<file path="config.mk">
export PLATFORM = sky130hd
export DESIGN_NAME = cdctl_top
export DESIGN_NICKNAME = d
export VERILOG_FILES = /design/src/cdctl_pkg.sv /design/src/cdctl_top.sv /design/src/cdctl_div.sv
export SDC_FILE = /design/constraint.sdc
export NUM_CORES = 1
export LEC_CHECK = 0
export ABC_AREA = 1
export BUFFER_PORTS_ARGS = -buffer_cell sky130_fd_sc_hd__buf_2
export CAP_MARGIN = 20
export CORE_MARGIN = 2
export CORE_UTILIZATION = 50
export CTS_BUF_LIST = sky130_fd_sc_hd__clkbuf_2
export CTS_CLUSTER_SIZE = 25
export DETAILED_ROUTE_END_ITERATION = 7
export GPL_ROUTABILITY_DRIVEN = 0
export HOLD_SLACK_MARGIN = 0.02
export PLACE_DENSITY = 0.74
export SLEW_MARGIN = 30
export SYNTH_ARGS = -nofsm -noshare
export SYNTH_HDL_FRONTEND = slang
export SYNTH_SLANG_ARGS = --single-unit
</file>
<file path="constraint.sdc">
create_clock -name CLK_SYS -period 3.5 [get_ports CLK_SYS]
set_input_delay 0.7 -clock CLK_SYS [delete_from_list [all_inputs] [get_ports CLK_SYS]]
set_output_delay 0.7 -clock CLK_SYS [all_outputs]
set_load 0.005 [all_outputs]
</file>
<file path="src/cdctl_pkg.sv">
// Shared constants and types for the clock distribution control block.
// Assumes a single 100 MHz system clock and an Avalon-MM register master.
package cdctl_pkg;

  // ****************************************************************
  // Timing
  // ****************************************************************
  localparam int CLK_MHZ = 100;
  localparam int POR_TIME_US = 100;
  localparam int POR_CYC = POR_TIME_US * CLK_MHZ;
  localparam int SRST_CYC = 8;

  // ****************************************************************
  // Register map
  // ****************************************************************
  localparam logic [4:0] OFF_CTRL = 5'h00;
  localparam logic [4:0] OFF_CHAN = 5'h04;
  localparam logic [4:0] OFF_LGC = 5'h08;
  localparam logic [4:0] OFF_SREF = 5'h0c;
  localparam logic [4:0] OFF_STAT = 5'h10;

  localparam logic [1:0] SRC_BUF = 2'h0;
  localparam logic [1:0] SRC_DIV = 2'h1;
  localparam logic [1:0] SRC_MULT = 2'h2;

  localparam int NCH = 4;
  localparam int TEMP_W = 10;

  typedef struct packed {
    logic [22:0] rsv;
    logic [1:0] mult_code;
    logic div_rst;
    logic [2:0] div_code;
    logic [1:0] src;
    logic srst;
  } cdctl_ctrl_t;

  typedef struct packed {
    logic [11:0] rsv;
    logic [NCH-1:0][2:0] pwr;
    logic [NCH-1:0] buf_en;
    logic [NCH-1:0] path_en;
  } cdctl_chan_t;

  typedef struct packed {
    logic [18:0] rsv;
    logic en;
    logic [9:0] div;
    logic [1:0] pre;
  } cdctl_lgc_t;

  typedef struct packed {
    logic [14:0] rsv;
    logic [1:0] dly_sel;
    logic en;
    logic [11:0] div;
    logic [1:0] pre;
  } cdctl_sref_t;

  typedef struct packed {
    logic [20:0] rsv;
    logic busy;
    logic [TEMP_W-1:0] temp;
  } cdctl_stat_t;

  typedef struct packed {
    cdctl_ctrl_t ctrl;
    cdctl_chan_t chan;
    cdctl_lgc_t lgc;
    cdctl_sref_t sref;
  } cdctl_cfg_t;

  localparam cdctl_ctrl_t CTRL_RST = 32'h0000_0000;
  localparam cdctl_chan_t CHAN_RST = 32'h000f_ffff;
  localparam cdctl_lgc_t LGC_RST = 32'h0000_0004;
  localparam cdctl_sref_t SREF_RST = 32'h0000_0008;
  localparam cdctl_cfg_t CFG_RST = {CTRL_RST, CHAN_RST, LGC_RST, SREF_RST};

  // Per-channel power and level outputs travel together.
  typedef struct packed {
    logic [NCH-1:0] path_up;
    logic [NCH-1:0] buf_up;
    logic [NCH-1:0][2:0] level;
  } cdctl_chan_pwr_t;

endpackage : cdctl_pkg

</file>
<file path="src/cdctl_top.sv">
// Control logic of a four-channel clock distribution device.
// Assumes an Avalon-MM master on CLK_SYS and a temperature code from an
// asynchronous sensor converter; CLK_SYS stands in for the input clock.
`timescale 1ns/100ps

// Behaviour
// Power-up reset restores every register and clears all counters and dividers.
// Default state: SYSREF off, dividers bypassed, plain four-output buffer.
// Host waits the power-on interval before programming other registers.
// Writing reset one does a full reset; any other register write clears it; a status register write leaves it set.
// Writing reset zero also clears the reset bit.
// Host should issue a software reset after the power-on reset.
// Software reset finishes before the next register write is accepted.
// A readable temperature code; degrees equal 0.65 times code minus 351.
// All four main outputs share one frequency.
// Path enable zero powers down channel path and buffer regardless of others.
// Buffer enable gates only the buffer; path and SYSREF stay up.
// Each enabled buffer uses its own power level, 0 minimum to 7 maximum.
// Source select 0 is buffer, 1 divider, 2 multiplier.
// Divider codes 1 to 7 divide by code plus one; code 0 reserved.
// Even divides 50% duty; 3, 5, 7 give 33, 40, 43 percent.
// Host toggles divider reset one then zero after input frequency changes.
// Logic-rate clock: pre-divide 1, 2 or 4 then divide 1 to 1023.
// SYSREF generator: pre-divide 1, 2 or 4 then divide 2 to 4095.
// Delay divider supports divide by 2, 4, 8 and 16.
// Multiplier mode supports factors x1 to x4; x1 is filter mode.
// Requests are taken only while the host selects the device.
// Read data is driven only in the answer; held low otherwise.
// Divider reset holds the main divider cleared; restarts cleanly after.
module cdctl_top #(
  parameter int POR_CYCLES = cdctl_pkg::POR_CYC
) (
  // Clock and reset
  input wire logic CLK_SYS,
  input wire logic RSTN,
  // Avalon-MM slave
  input wire logic [4:0] AVS_ADDRESS,
  input wire logic AVS_READ,
  input wire logic AVS_WRITE,
  input wire logic [31:0] AVS_WRITEDATA,
  output logic [31:0] AVS_READDATA,
  output logic AVS_WAITREQUEST,
  // Sensor
  input wire logic [cdctl_pkg::TEMP_W-1:0] TEMP_CODE,
  // Channel power
  output cdctl_pkg::cdctl_chan_pwr_t CHAN_PWR,
  // Clocks
  output logic [cdctl_pkg::NCH-1:0] MAIN_CLK,
  output logic [cdctl_pkg::NCH-1:0] SYSREF_OUT,
  output logic LOGIC_RATE_CLOCK,
  output logic LOGIC_SYSREF_OUTPUT,
  output logic DELAY_CLK,
  // Multiplier and reset status
  output logic [2:0] MULT_FACTOR,
  output logic RESET_BUSY
);
  import cdctl_pkg::*;

  localparam int CW = $clog2(POR_CYCLES + SRST_CYC + 1);

  typedef struct packed {
    cdctl_cfg_t cfg;
    logic [CW-1:0] rst_cnt;
    logic waitreq;
    logic [31:0] rdata;
    logic [TEMP_W-1:0] tsync1;
    logic [TEMP_W-1:0] tsync2;
    logic [TEMP_W-1:0] tsync3;
    logic [TEMP_W-1:0] temp;
    logic byp;
    cdctl_chan_pwr_t chan;
    logic [NCH-1:0] main_clk;
    logic [NCH-1:0] sysref;
    logic lclk;
    logic lsref;
    logic dclk;
    logic [2:0] mult;
    logic busy;
  } cdctl_st_t;

  cdctl_st_t st;
  cdctl_st_t next_st;

  function automatic logic [2:0] pre_ratio(input logic [1:0] sel);
    case (sel)
      2'h0: pre_ratio = 3'h1;
      2'h1: pre_ratio = 3'h2;
      default: pre_ratio = 3'h4;
    endcase
  endfunction : pre_ratio

  // ****************************************************************
  // Dividers
  // ****************************************************************
  logic busy;
  logic main_clr;
  logic [3:0] main_ratio;
  logic main_lvl;
  logic lgc_clr;
  logic lp_pulse;
  logic ld_lvl;
  logic [9:0] ld_ratio;
  logic sr_clr;
  logic sp_pulse;
  logic sd_lvl;
  logic [11:0] sd_ratio;
  logic dly_lvl;

  assign busy = st.rst_cnt != '0;
  // Counter stays cleared while the divider reset bit is set.
  assign main_clr = busy | st.cfg.ctrl.div_rst | (st.cfg.ctrl.src != SRC_DIV);
  assign main_ratio = (st.cfg.ctrl.div_code == 3'h0) ? 4'h1 :
                      ({1'b0, st.cfg.ctrl.div_code} + 4'h1);
  assign lgc_clr = busy | ~st.cfg.lgc.en;
  // A zero logic divide acts as one and a SYSREF divide below two acts as two.
  assign ld_ratio = (st.cfg.lgc.div == 10'h000) ? 10'h001 : st.cfg.lgc.div;
  assign sr_clr = busy | ~st.cfg.sref.en;
  assign sd_ratio = (st.cfg.sref.div < 12'h002) ? 12'h002 : st.cfg.sref.div;

  cdctl_div #(.W(4)) u_main (
    .clk(CLK_SYS),
    .rstn(RSTN),
    .clr(main_clr),
    .tick(1'b1),
    .ratio(main_ratio),
    .pulse(),
    .lvl(main_lvl)
  );

  cdctl_div #(.W(3)) u_lpre (
    .clk(CLK_SYS),
    .rstn(RSTN),
    .clr(lgc_clr),
    .tick(1'b1),
    .ratio(pre_ratio(st.cfg.lgc.pre)),
    .pulse(lp_pulse),
    .lvl()
  );

  cdctl_div #(.W(10)) u_ldiv (
    .clk(CLK_SYS),
    .rstn(RSTN),
    .clr(lgc_clr),
    .tick(lp_pulse),
    .ratio(ld_ratio),
    .pulse(),
    .lvl(ld_lvl)
  );

  cdctl_div #(.W(3)) u_spre (
    .clk(CLK_SYS),
    .rstn(RSTN),
    .clr(sr_clr),
    .tick(1'b1),
    .ratio(pre_ratio(st.cfg.sref.pre)),
    .pulse(sp_pulse),
    .lvl()
  );

  cdctl_div #(.W(12)) u_sdiv (
    .clk(CLK_SYS),
    .rstn(RSTN),
    .clr(sr_clr),
    .tick(sp_pulse),
    .ratio(sd_ratio),
    .pulse(),
    .lvl(sd_lvl)
  );

  // The delay divider ignores the SYSREF enable; the delay block always needs it.
  cdctl_div #(.W(5)) u_dly (
    .clk(CLK_SYS),
    .rstn(RSTN),
    .clr(busy),
    .tick(1'b1),
    .ratio(5'h02 << st.cfg.sref.dly_sel),
    .pulse(),
    .lvl(dly_lvl)
  );

  // ****************************************************************
  // Register access and output state
  // ****************************************************************
  logic [31:0] rd_mux;
  cdctl_stat_t stat;

  always_comb begin
    stat = '0;
    stat.busy = busy;
    stat.temp = st.temp;
  end

  // ****************************************************************
  // Register decode
  // ****************************************************************
  always_comb begin
    case (AVS_ADDRESS)
      OFF_CTRL: rd_mux = st.cfg.ctrl;
      OFF_CHAN: rd_mux = st.cfg.chan;
      OFF_LGC: rd_mux = st.cfg.lgc;
      OFF_SREF: rd_mux = st.cfg.sref;
      OFF_STAT: rd_mux = stat;
      default: rd_mux = 32'h0000_0000;
    endcase
  end

  always_comb begin
    next_st = st;
    next_st.tsync1 = TEMP_CODE;
    next_st.tsync2 = st.tsync1;
    next_st.tsync3 = st.tsync2;
    // Each code bit is synchronised on its own, so a code caught while
    // changing is only taken once two samples in a row agree.
    if (st.tsync2 == st.tsync3) begin
      next_st.temp = st.tsync2;
    end
    // Buffer and multiplier modes cannot scale a logic clock; both show half rate.
    next_st.byp = ~st.byp;
    next_st.waitreq = 1'b1;
    // Read data stays zero outside the answer cycle.
    next_st.rdata = 32'h0000_0000;
    if (busy) begin
      next_st.rst_cnt = st.rst_cnt - CW'(1);
    end
    // Nothing is accepted while a reset runs, so a reset always ends
    // before the following write lands.
    if (!busy && (AVS_READ || AVS_WRITE)) begin
      if (st.waitreq) begin
        next_st.waitreq = 1'b0;
        if (AVS_READ) begin
          next_st.rdata = rd_mux;
        end
      end else if (AVS_WRITE) begin
        case (AVS_ADDRESS)
          OFF_CTRL: begin
            if (AVS_WRITEDATA[0]) begin
              next_st.cfg = CFG_RST;
              next_st.cfg.ctrl.srst = 1'b1;
              next_st.rst_cnt = CW'(SRST_CYC);
            end else begin
              next_st.cfg.ctrl = AVS_WRITEDATA;
              next_st.cfg.ctrl.rsv = '0;
            end
          end
          OFF_CHAN: begin
            next_st.cfg.chan = AVS_WRITEDATA;
            next_st.cfg.chan.rsv = '0;
            next_st.cfg.ctrl.srst = 1'b0;
          end
          OFF_LGC: begin
            next_st.cfg.lgc = AVS_WRITEDATA;
            next_st.cfg.lgc.rsv = '0;
            next_st.cfg.ctrl.srst = 1'b0;
          end
          OFF_SREF: begin
            next_st.cfg.sref = AVS_WRITEDATA;
            next_st.cfg.sref.rsv = '0;
            next_st.cfg.ctrl.srst = 1'b0;
          end
          default: begin
          end
        endcase
      end
    end

    for (int i = 0; i < NCH; i++) begin
      next_st.chan.path_up[i] = st.cfg.chan.path_en[i];
      next_st.chan.buf_up[i] = st.cfg.chan.path_en[i] & st.cfg.chan.buf_en[i];
      next_st.chan.level[i] = next_st.chan.buf_up[i] ? st.cfg.chan.pwr[i] : 3'h0;
      // One shared source feeds every channel.
      next_st.main_clk[i] = next_st.chan.buf_up[i] & ~busy &
                            ((st.cfg.ctrl.src == SRC_DIV) ? main_lvl : st.byp);
      next_st.sysref[i] = st.cfg.chan.path_en[i] & sd_lvl;
    end
    next_st.lclk = st.cfg.lgc.en & ld_lvl;
    next_st.lsref = st.cfg.lgc.en & sd_lvl;
    next_st.dclk = dly_lvl;
    // The multiplier loop itself is analog; only its factor is exported.
    next_st.mult = (st.cfg.ctrl.src == SRC_MULT) ?
                   ({1'b0, st.cfg.ctrl.mult_code} + 3'h1) : 3'h1;
    next_st.busy = busy;
  end

  // Power-on reset loads defaults and runs the busy interval.
  always_ff @(posedge CLK_SYS or negedge RSTN) begin
    if (!RSTN) begin
      st <= '0;
      st.cfg <= CFG_RST;
      st.rst_cnt <= CW'(POR_CYCLES);
      st.waitreq <= 1'b1;
      st.busy <= 1'b1;
      st.mult <= 3'h1;
    end else begin
      st <= next_st;
    end
  end

  // ****************************************************************
  // Outputs
  // ****************************************************************
  assign AVS_READDATA = st.rdata;
  assign AVS_WAITREQUEST = st.waitreq;
  assign CHAN_PWR = st.chan;
  assign MAIN_CLK = st.main_clk;
  assign SYSREF_OUT = st.sysref;
  assign LOGIC_RATE_CLOCK = st.lclk;
  assign LOGIC_SYSREF_OUTPUT = st.lsref;
  assign DELAY_CLK = st.dclk;
  assign MULT_FACTOR = st.mult;
  assign RESET_BUSY = st.busy;

endmodule : cdctl_top

</file>
<file path="src/cdctl_div.sv">
// Enable-driven integer divider used for every divide stage of the block.
// Assumes tick is a one-cycle enable on the same clock; ratio 0 acts as 1.
`timescale 1ns/100ps
module cdctl_div #(
  parameter int W = 4
) (
  // Clock and reset
  input wire logic clk,
  input wire logic rstn,
  // Control
  input wire logic clr,
  input wire logic tick,
  input wire logic [W-1:0] ratio,
  // Result
  output logic pulse,
  output logic lvl
);

  typedef struct packed {
    logic [W-1:0] cnt;
    logic pulse;
    logic lvl;
  } cdctl_div_st_t;

  cdctl_div_st_t st;
  cdctl_div_st_t next_st;

  // ****************************************************************
  // Counter
  // ****************************************************************
  // High phase lasts ratio/2 rounded down for ratios of two and up, which gives 50% on even ratios
  // and 33/40/43% for 3/5/7; ratio 0 or 1 toggles lvl on every tick.
  always_comb begin
    next_st = st;
    next_st.pulse = 1'b0;
    if (clr) begin
      next_st = '0;
    end else if (tick) begin
      if (ratio <= W'(1)) begin
        next_st.cnt = '0;
        next_st.pulse = 1'b1;
        next_st.lvl = ~st.lvl;
      end else begin
        if (st.cnt >= ratio - W'(1)) begin
          next_st.cnt = '0;
          next_st.pulse = 1'b1;
        end else begin
          next_st.cnt = st.cnt + W'(1);
        end
        next_st.lvl = next_st.cnt < (ratio >> 1);
      end
    end
  end

  always_ff @(posedge clk or negedge rstn) begin
    if (!rstn) begin
      st <= '0;
    end else begin
      st <= next_st;
    end
  end

  assign pulse = st.pulse;
  assign lvl = st.lvl;

endmodule : cdctl_div

</file>
After elaboration in Yosys (flattened, before gate mapping):

Index checks and enable logic that the tools add are counted.

* output and inout port bits: 68
* flip-flop bits (word level): 273
* logic and storage cells: 221
* bits of input ports: 51

* bitwise gates (word level): 33
* eq/ne operators: 11
* add/subtract/negate cells: 15
* reductions and logical operators: 21
* magnitude comparators: 19
* shift operators: 1
* mux-type cells: 65

Operator list (number)
* case mux 32 bit (2 select lines): 3
* case mux 32 bit (5 select lines): 1
* two-way mux 110 bit: 1
* two-way mux 14 bit: 7
* two-way mux 12 bit: 8
* two-way mux 10 bit: 5
* two-way mux 47 bit: 1
* two-way mux 5 bit: 7
* two-way mux 3 bit: 11
* two-way mux 33 bit: 1
* two-way mux 32 bit: 1
* bitwise AND 1 bit: 18
* two-way mux 4 bit: 4
* AND reduction 5 bit: 3
* two-way mux 7 bit: 2
* nonzero test 14 bit: 1
* subtractor 14 x 1 -> 14 bit (second input constant): 1
* adder 12 x 1 -> 12 bit (second input constant): 1
* >= comparator 12 bit: 1
* less-or-equal comparator 12 x 1 -> 1 bit (second input constant): 1
* less-than comparator 12 x 11 -> 1 bit: 1
* less-than comparator 12 x 2 -> 1 bit (second input constant): 1
* two-way mux 6 bit: 2
* case mux 3 bit (2 select lines): 2
* 47 further kinds: 81

Longest topological paths before layout:

* depth after elaboration: 12
* gate-level depth with buffers: 31

Modules after synthesis:

A second synthesis with hierarchy kept.

* cell total of the unflattened synthesis: 1702
* area, all modules: 13295.3 um^2

By module, submodules not included
* cdctl_top: area each 8267.9 um^2, seq. area each 4316.6 um^2, times used 1, cells an instance 979
* cdctl_div (u_sdiv): area each 1604.0 um^2, seq. area each 350.3 um^2, times used 1, cells an instance 241
* cdctl_div (u_ldiv): area each 1381.3 um^2, seq. area each 300.3 um^2, times used 1, cells an instance 205
* cdctl_div (u_lpre ...): area each 406.6 um^2, seq. area each 125.1 um^2, times used 2, cells an instance 55
* cdctl_div (u_dly): area each 668.1 um^2, seq. area each 175.2 um^2, times used 1, cells an instance 94
* cdctl_div (u_main): area each 560.5 um^2, seq. area each 150.1 um^2, times used 1, cells an instance 73

Least setup slack after synthesis:

Ideal clock, no wire load.

* path kind: flip-flop to flip-flop
* start point: register st[130] (netlist name)
* end point: register u_sdiv.st (netlist bit u_sdiv.lvl)
* cell stages (with the launch flop): 29
* setup slack: -99 ps
* library setup time: 116 ps
* buffers on the path: 0
* data arrival time: 3482 ps
* cell sequence: dfrtp_1 nor2_1 nand3_1 nor2_1 nand3_1 nand2_1 ha_1 nand2_1 nor2_1 nand2_1 xor2_1 ha_1 nand2_1 nor2_1 inv_1 nor2_1 nand2_1 nand2_1 inv_1 o21ai_0 a21oi_1 ha_1 nand3_1 nor4_1 nand2_1 nand2_1 nand2_1 nand2_1 nand2_1

* word-level cells in the longest chain between the ends: 12
* elaborated cells on any way between the ends: 13

RTL lines
* start: declaration: line cdctl_top.sv:81 `cdctl_st_t st;`
* start signal: assignment: line cdctl_top.sv:294 `st <= next_st;`
* less-than comparator 12 x 2 -> 1 bit: line cdctl_top.sv:118 `assign sd_ratio = (st.cfg.sref.div < 12'h002) ? 12'h002 : st.cfg.sref.div;`
* two-way mux 12 bit *: line cdctl_top.sv:118
* subtractor 12 x 1 -> 12 bit: line cdctl_div.sv:44 `if (st.cnt >= ratio - W'(1)) begin`
* >= comparator 12 bit: line cdctl_div.sv:44
* two-way mux 12 bit: line cdctl_div.sv:44
* two-way mux 12 bit: line cdctl_div.sv:39 `if (ratio <= W'(1)) begin`
* two-way mux 12 bit: line cdctl_div.sv:38 `end else if (tick) begin`
* two-way mux 12 bit: line cdctl_div.sv:36 `if (clr) begin`
* less-than comparator 12 x 11 -> 1 bit: line cdctl_div.sv:50 `next_st.lvl = next_st.cnt < (ratio >> 1);`
* two-way mux 14 bit *: line cdctl_div.sv:39
* two-way mux 14 bit *: line cdctl_div.sv:38
* two-way mux 14 bit *: line cdctl_div.sv:36
* end signal: assignment: line cdctl_div.sv:59 `st <= next_st;`
* end: declaration: line cdctl_div.sv:25 `cdctl_div_st_t st;`

Mark *: on every way between the ends. The rest lies on a longest branch, timed or not. The select of a mux whose other input is x is not followed.
A chain may end at the register's enable or synchronous reset.

Worst setup path in the final report:

* start point: register st[129] (netlist name)
* end point: register u_sdiv.st (netlist bit u_sdiv.lvl)

Same word-level chain as after synthesis.

==> metrics.cfg <==
[outcome]
outcome = finished, violations left
violations = negative setup slack

[global_routing]
grt_util_all_layers_pct = 23.0
grt.overflow.total = 0
use_met1_pct = 30.0
busiest_layer = met2
grtUsageMet2_pct = 38.3
grt_pass1_vias = 8975
grtUsageMet3_pct = 3.89
grt_first_pass_wirelength_um = 43700
grt_max_degree = 113
antenna_found_initial = 1

[drt]
vias_per_cell = 5.16
finalWirelength_um = 26900
vias = 9107
wl_per_cell_um = 15.2
drt_drc_violations_left = 0
firstDrtPassIters = 5
antenna_left = 0
drt_iter0_drc = 544

[die]
die_area_um2 = 23700
start_util_pct = 51.2
die_y_um = 154
rows = 54
coreArea_um2 = 22000
ios = 119
fp.dieW_um = 154

[place]
portBuffers = 106
place_hpwl_um = 19200
dp.cells = 1627

[logic_synthesis]
yosys.area.top_type = dfrtp_1
netlist_instances = 1261
ys.flop_type = dfrtp_1
synth_edf_count = 0
seq_area_frac_synth_pct = 48.0
syn_area_um2 = 11200
synth_seq_cells = 214
yosys_warnings = 0
yosysTopAreaCellShare_pct = 41.0
ys_async_sr_fraction_pct = 100
synth_fp_nets = 1383
synth_area_per_cell_um2 = 8.91
ys_types = 53
synth.area.top_cells = dfrtp_1 41%, ha_1 7.9%, nand2_1 7.1%, dfstp_2 7.0%, inv_1 6.1%

[power_and_ir_drop]
leakage_uw = 0.00678
swShare_pct = 29.3
ir_drop_mv = 0.294
comb_power_share_pct = 10.7
p_clk_share_pct = 34.5
power.switching_uw = 1470
intPower_uw = 3530
pwr_density_cell_nw_per_um2 = 383
p_seq_share_pct = 54.8

[job]
cap_violations = 0

[worst_setup_path]
end_kind = register
crit_type = reg2reg
crit_path_frequent_cell = nand2_1
setup.worst_path.start_class = register
critPathLaunch = st[129]
worstPathRequired_ps = 4240
crit_arrival_ps = 4500
worstPathMaxFanout = 5
slowest_delay_ps = 410
cp_num_buf_inv = 4
cp_slowest_cell = dfrtp_1
cpLargestDelayFamily = simple AND/OR/NAND/NOR gates
regToRegStartpoint = st[129]

[timing]
rsz0062_at_grt = true
setup_viol = 1
fmax_mhz = 266
setup_ws_ps = -261
tightest_slew_ps = 845
period_needed_ps = 3760
finalCritPeriodShare_pct = 107
hold_violations = 0
finalClockSkew_ps = 75.9
holdWs_ps = 74.2
finalMaxSlewViolations = 0
slew_headroom_pct = 43.6

[layout]
fill_cells = 1870
instances_no_fill = 1765
drive_gt1_share_pct = 28.0
area.growth.synth_to_final_pct = 16.3
fin_nets = 1559

[clock_network]
clockRootBuffer = clkbuf_2
numCtsBuffers = 55
h-tree-depth = 2
clock_latency_ps = 860
cts_tree = built
cts.sinks = 214
clkTransAtPathRegs_ps = 100
cts_buffer_depth = 3

[worst_hold_path]
min_from = AVS_WRITE
hold_path_class = in2reg

## routing by layer
metal | up-vias | wire (um)
met3 | 76 | 1560
met4 | 0 | 954
met1 | 4316 | 11800
met2 | 278 | 12600
met5 | - | 0
li1 | 4437 | -
## kinds of logic (layout without fill, tap and decap cells)
kind of cell,after synthesis,in the layout,synth area share [%]
DFF,214,214,48.0
other,1,2,0.0334
AOI/OAI and AO/OA,206,206,11.3
buffers and inverters,276,499,11.6
xor gates and xnor gates,40,40,3.12
adders and majority gates,71,71,7.91
muxes,8,8,0.802
and+or+nand+nor,445,445,17.3
## Yosys cell counts (all sizes together) (7+ instances only)
library cell	instances
buf	74
o21ai	71
dfrtp	184
nor3	33
o31ai	13
inv	191
ha	71
mux2	8
dfstp	30
o22ai	24
clkbuf	8
xor2	29
a21oi	62
nand2	213
nand3	32
a221oi	7
xnor2	11
nand4	14
o211ai	9
nor2	136
## through the flow
step                utilization (%)  area [um2]  power (uW)  TNS, ps  setup WS, ps
floorplan                         -       11200        3100        0          17.5
global placement               54.9       12000        3280     -192          -166
detailed placement             54.9       12100        3300     -330          -252
CTS                            58.8       12900        5050     -193          -164
global route                   59.5       13100        5290     -736          -534
finish                         59.5       13100        5000     -261          -261
## placed cells by master (no fill, tap or decap), drive strengths merged, types with 9 or more instances in the layout
master and n:
ha 71, dlygate4sd3 11, o211ai 9, a21oi 62, buf 190, xnor2 11
nand2 213, nand3 32, clkbuf 92, nand4 14, o22ai 24, o31ai 13
dfstp 30, nor3 33, xor2 29, inv 194, dfrtp 184, o21ai 71
clkinv 12, nor2 136
## layout make-up
| class | count | area (um2) | share of cell area (%) |
|---|---|---|---|
| multi-input combinational | 771 | 4760 | 36.4 |
| tap | 280 | 350 | 2.68 |
| clock inverter | 12 | 53.8 | 0.412 |
| sequential | 214 | 5390 | 41.3 |
| clock buffer | 92 | 460 | 3.52 |
| inverter | 194 | 728 | 5.57 |
| timing repair buffer | 201 | 1320 | 10.1 |
| antenna | 1 | 2.50 | 0.0192 |
## worst paths after layout
check | slack [ps] | to | cells past startpoint
worst max-delay path | -260 | u_sdiv.lvl | 28
worst min-delay path | 70 | AVS_WAITREQUEST | 2
worst max register to register | -260 | u_sdiv.lvl | 28
worst min register to register | 360 | next_st[47] | 0
max in group asynchronous | 2100 | st[205] | 3
min in group asynchronous | 490 | u_ldiv.st[9] | 2
## power by group through the flow
stage                     Sequential [uW]  Combinational (uW)  Clock (uW)
after floorplan                      2760                 343           0
after global placement               2780                 497           0
after detailed placement             2790                 512           0
after CTS                            2740                 533        1780
after global routing                 2760                 608        1920
final                                2740                 534        1720
## flip-flops by register name (all words and copies together), names as in the netlist, 3 cells and up
signal and flops:
u_sdiv.st 12, MAIN_CLK 4, CHAN_PWR 20, MULT_FACTOR 3, u_lpre.st 3, u_ldiv.st 10, SYSREF_OUT 4, AVS_READDATA 21
next_st 24, st 90, u_spre.st 3, u_main.st 4, u_dly.st 5
## what timing repair did
action,in CTS,in global routing
hold buffers,11,0
pin swaps,38,26
resized for setup,32,22
buffers inserted,17,5
hold endpoints to repair,111,0
setup endpoints to repair,2,2
No activity file was read; power rests on OpenSTA's default activity.
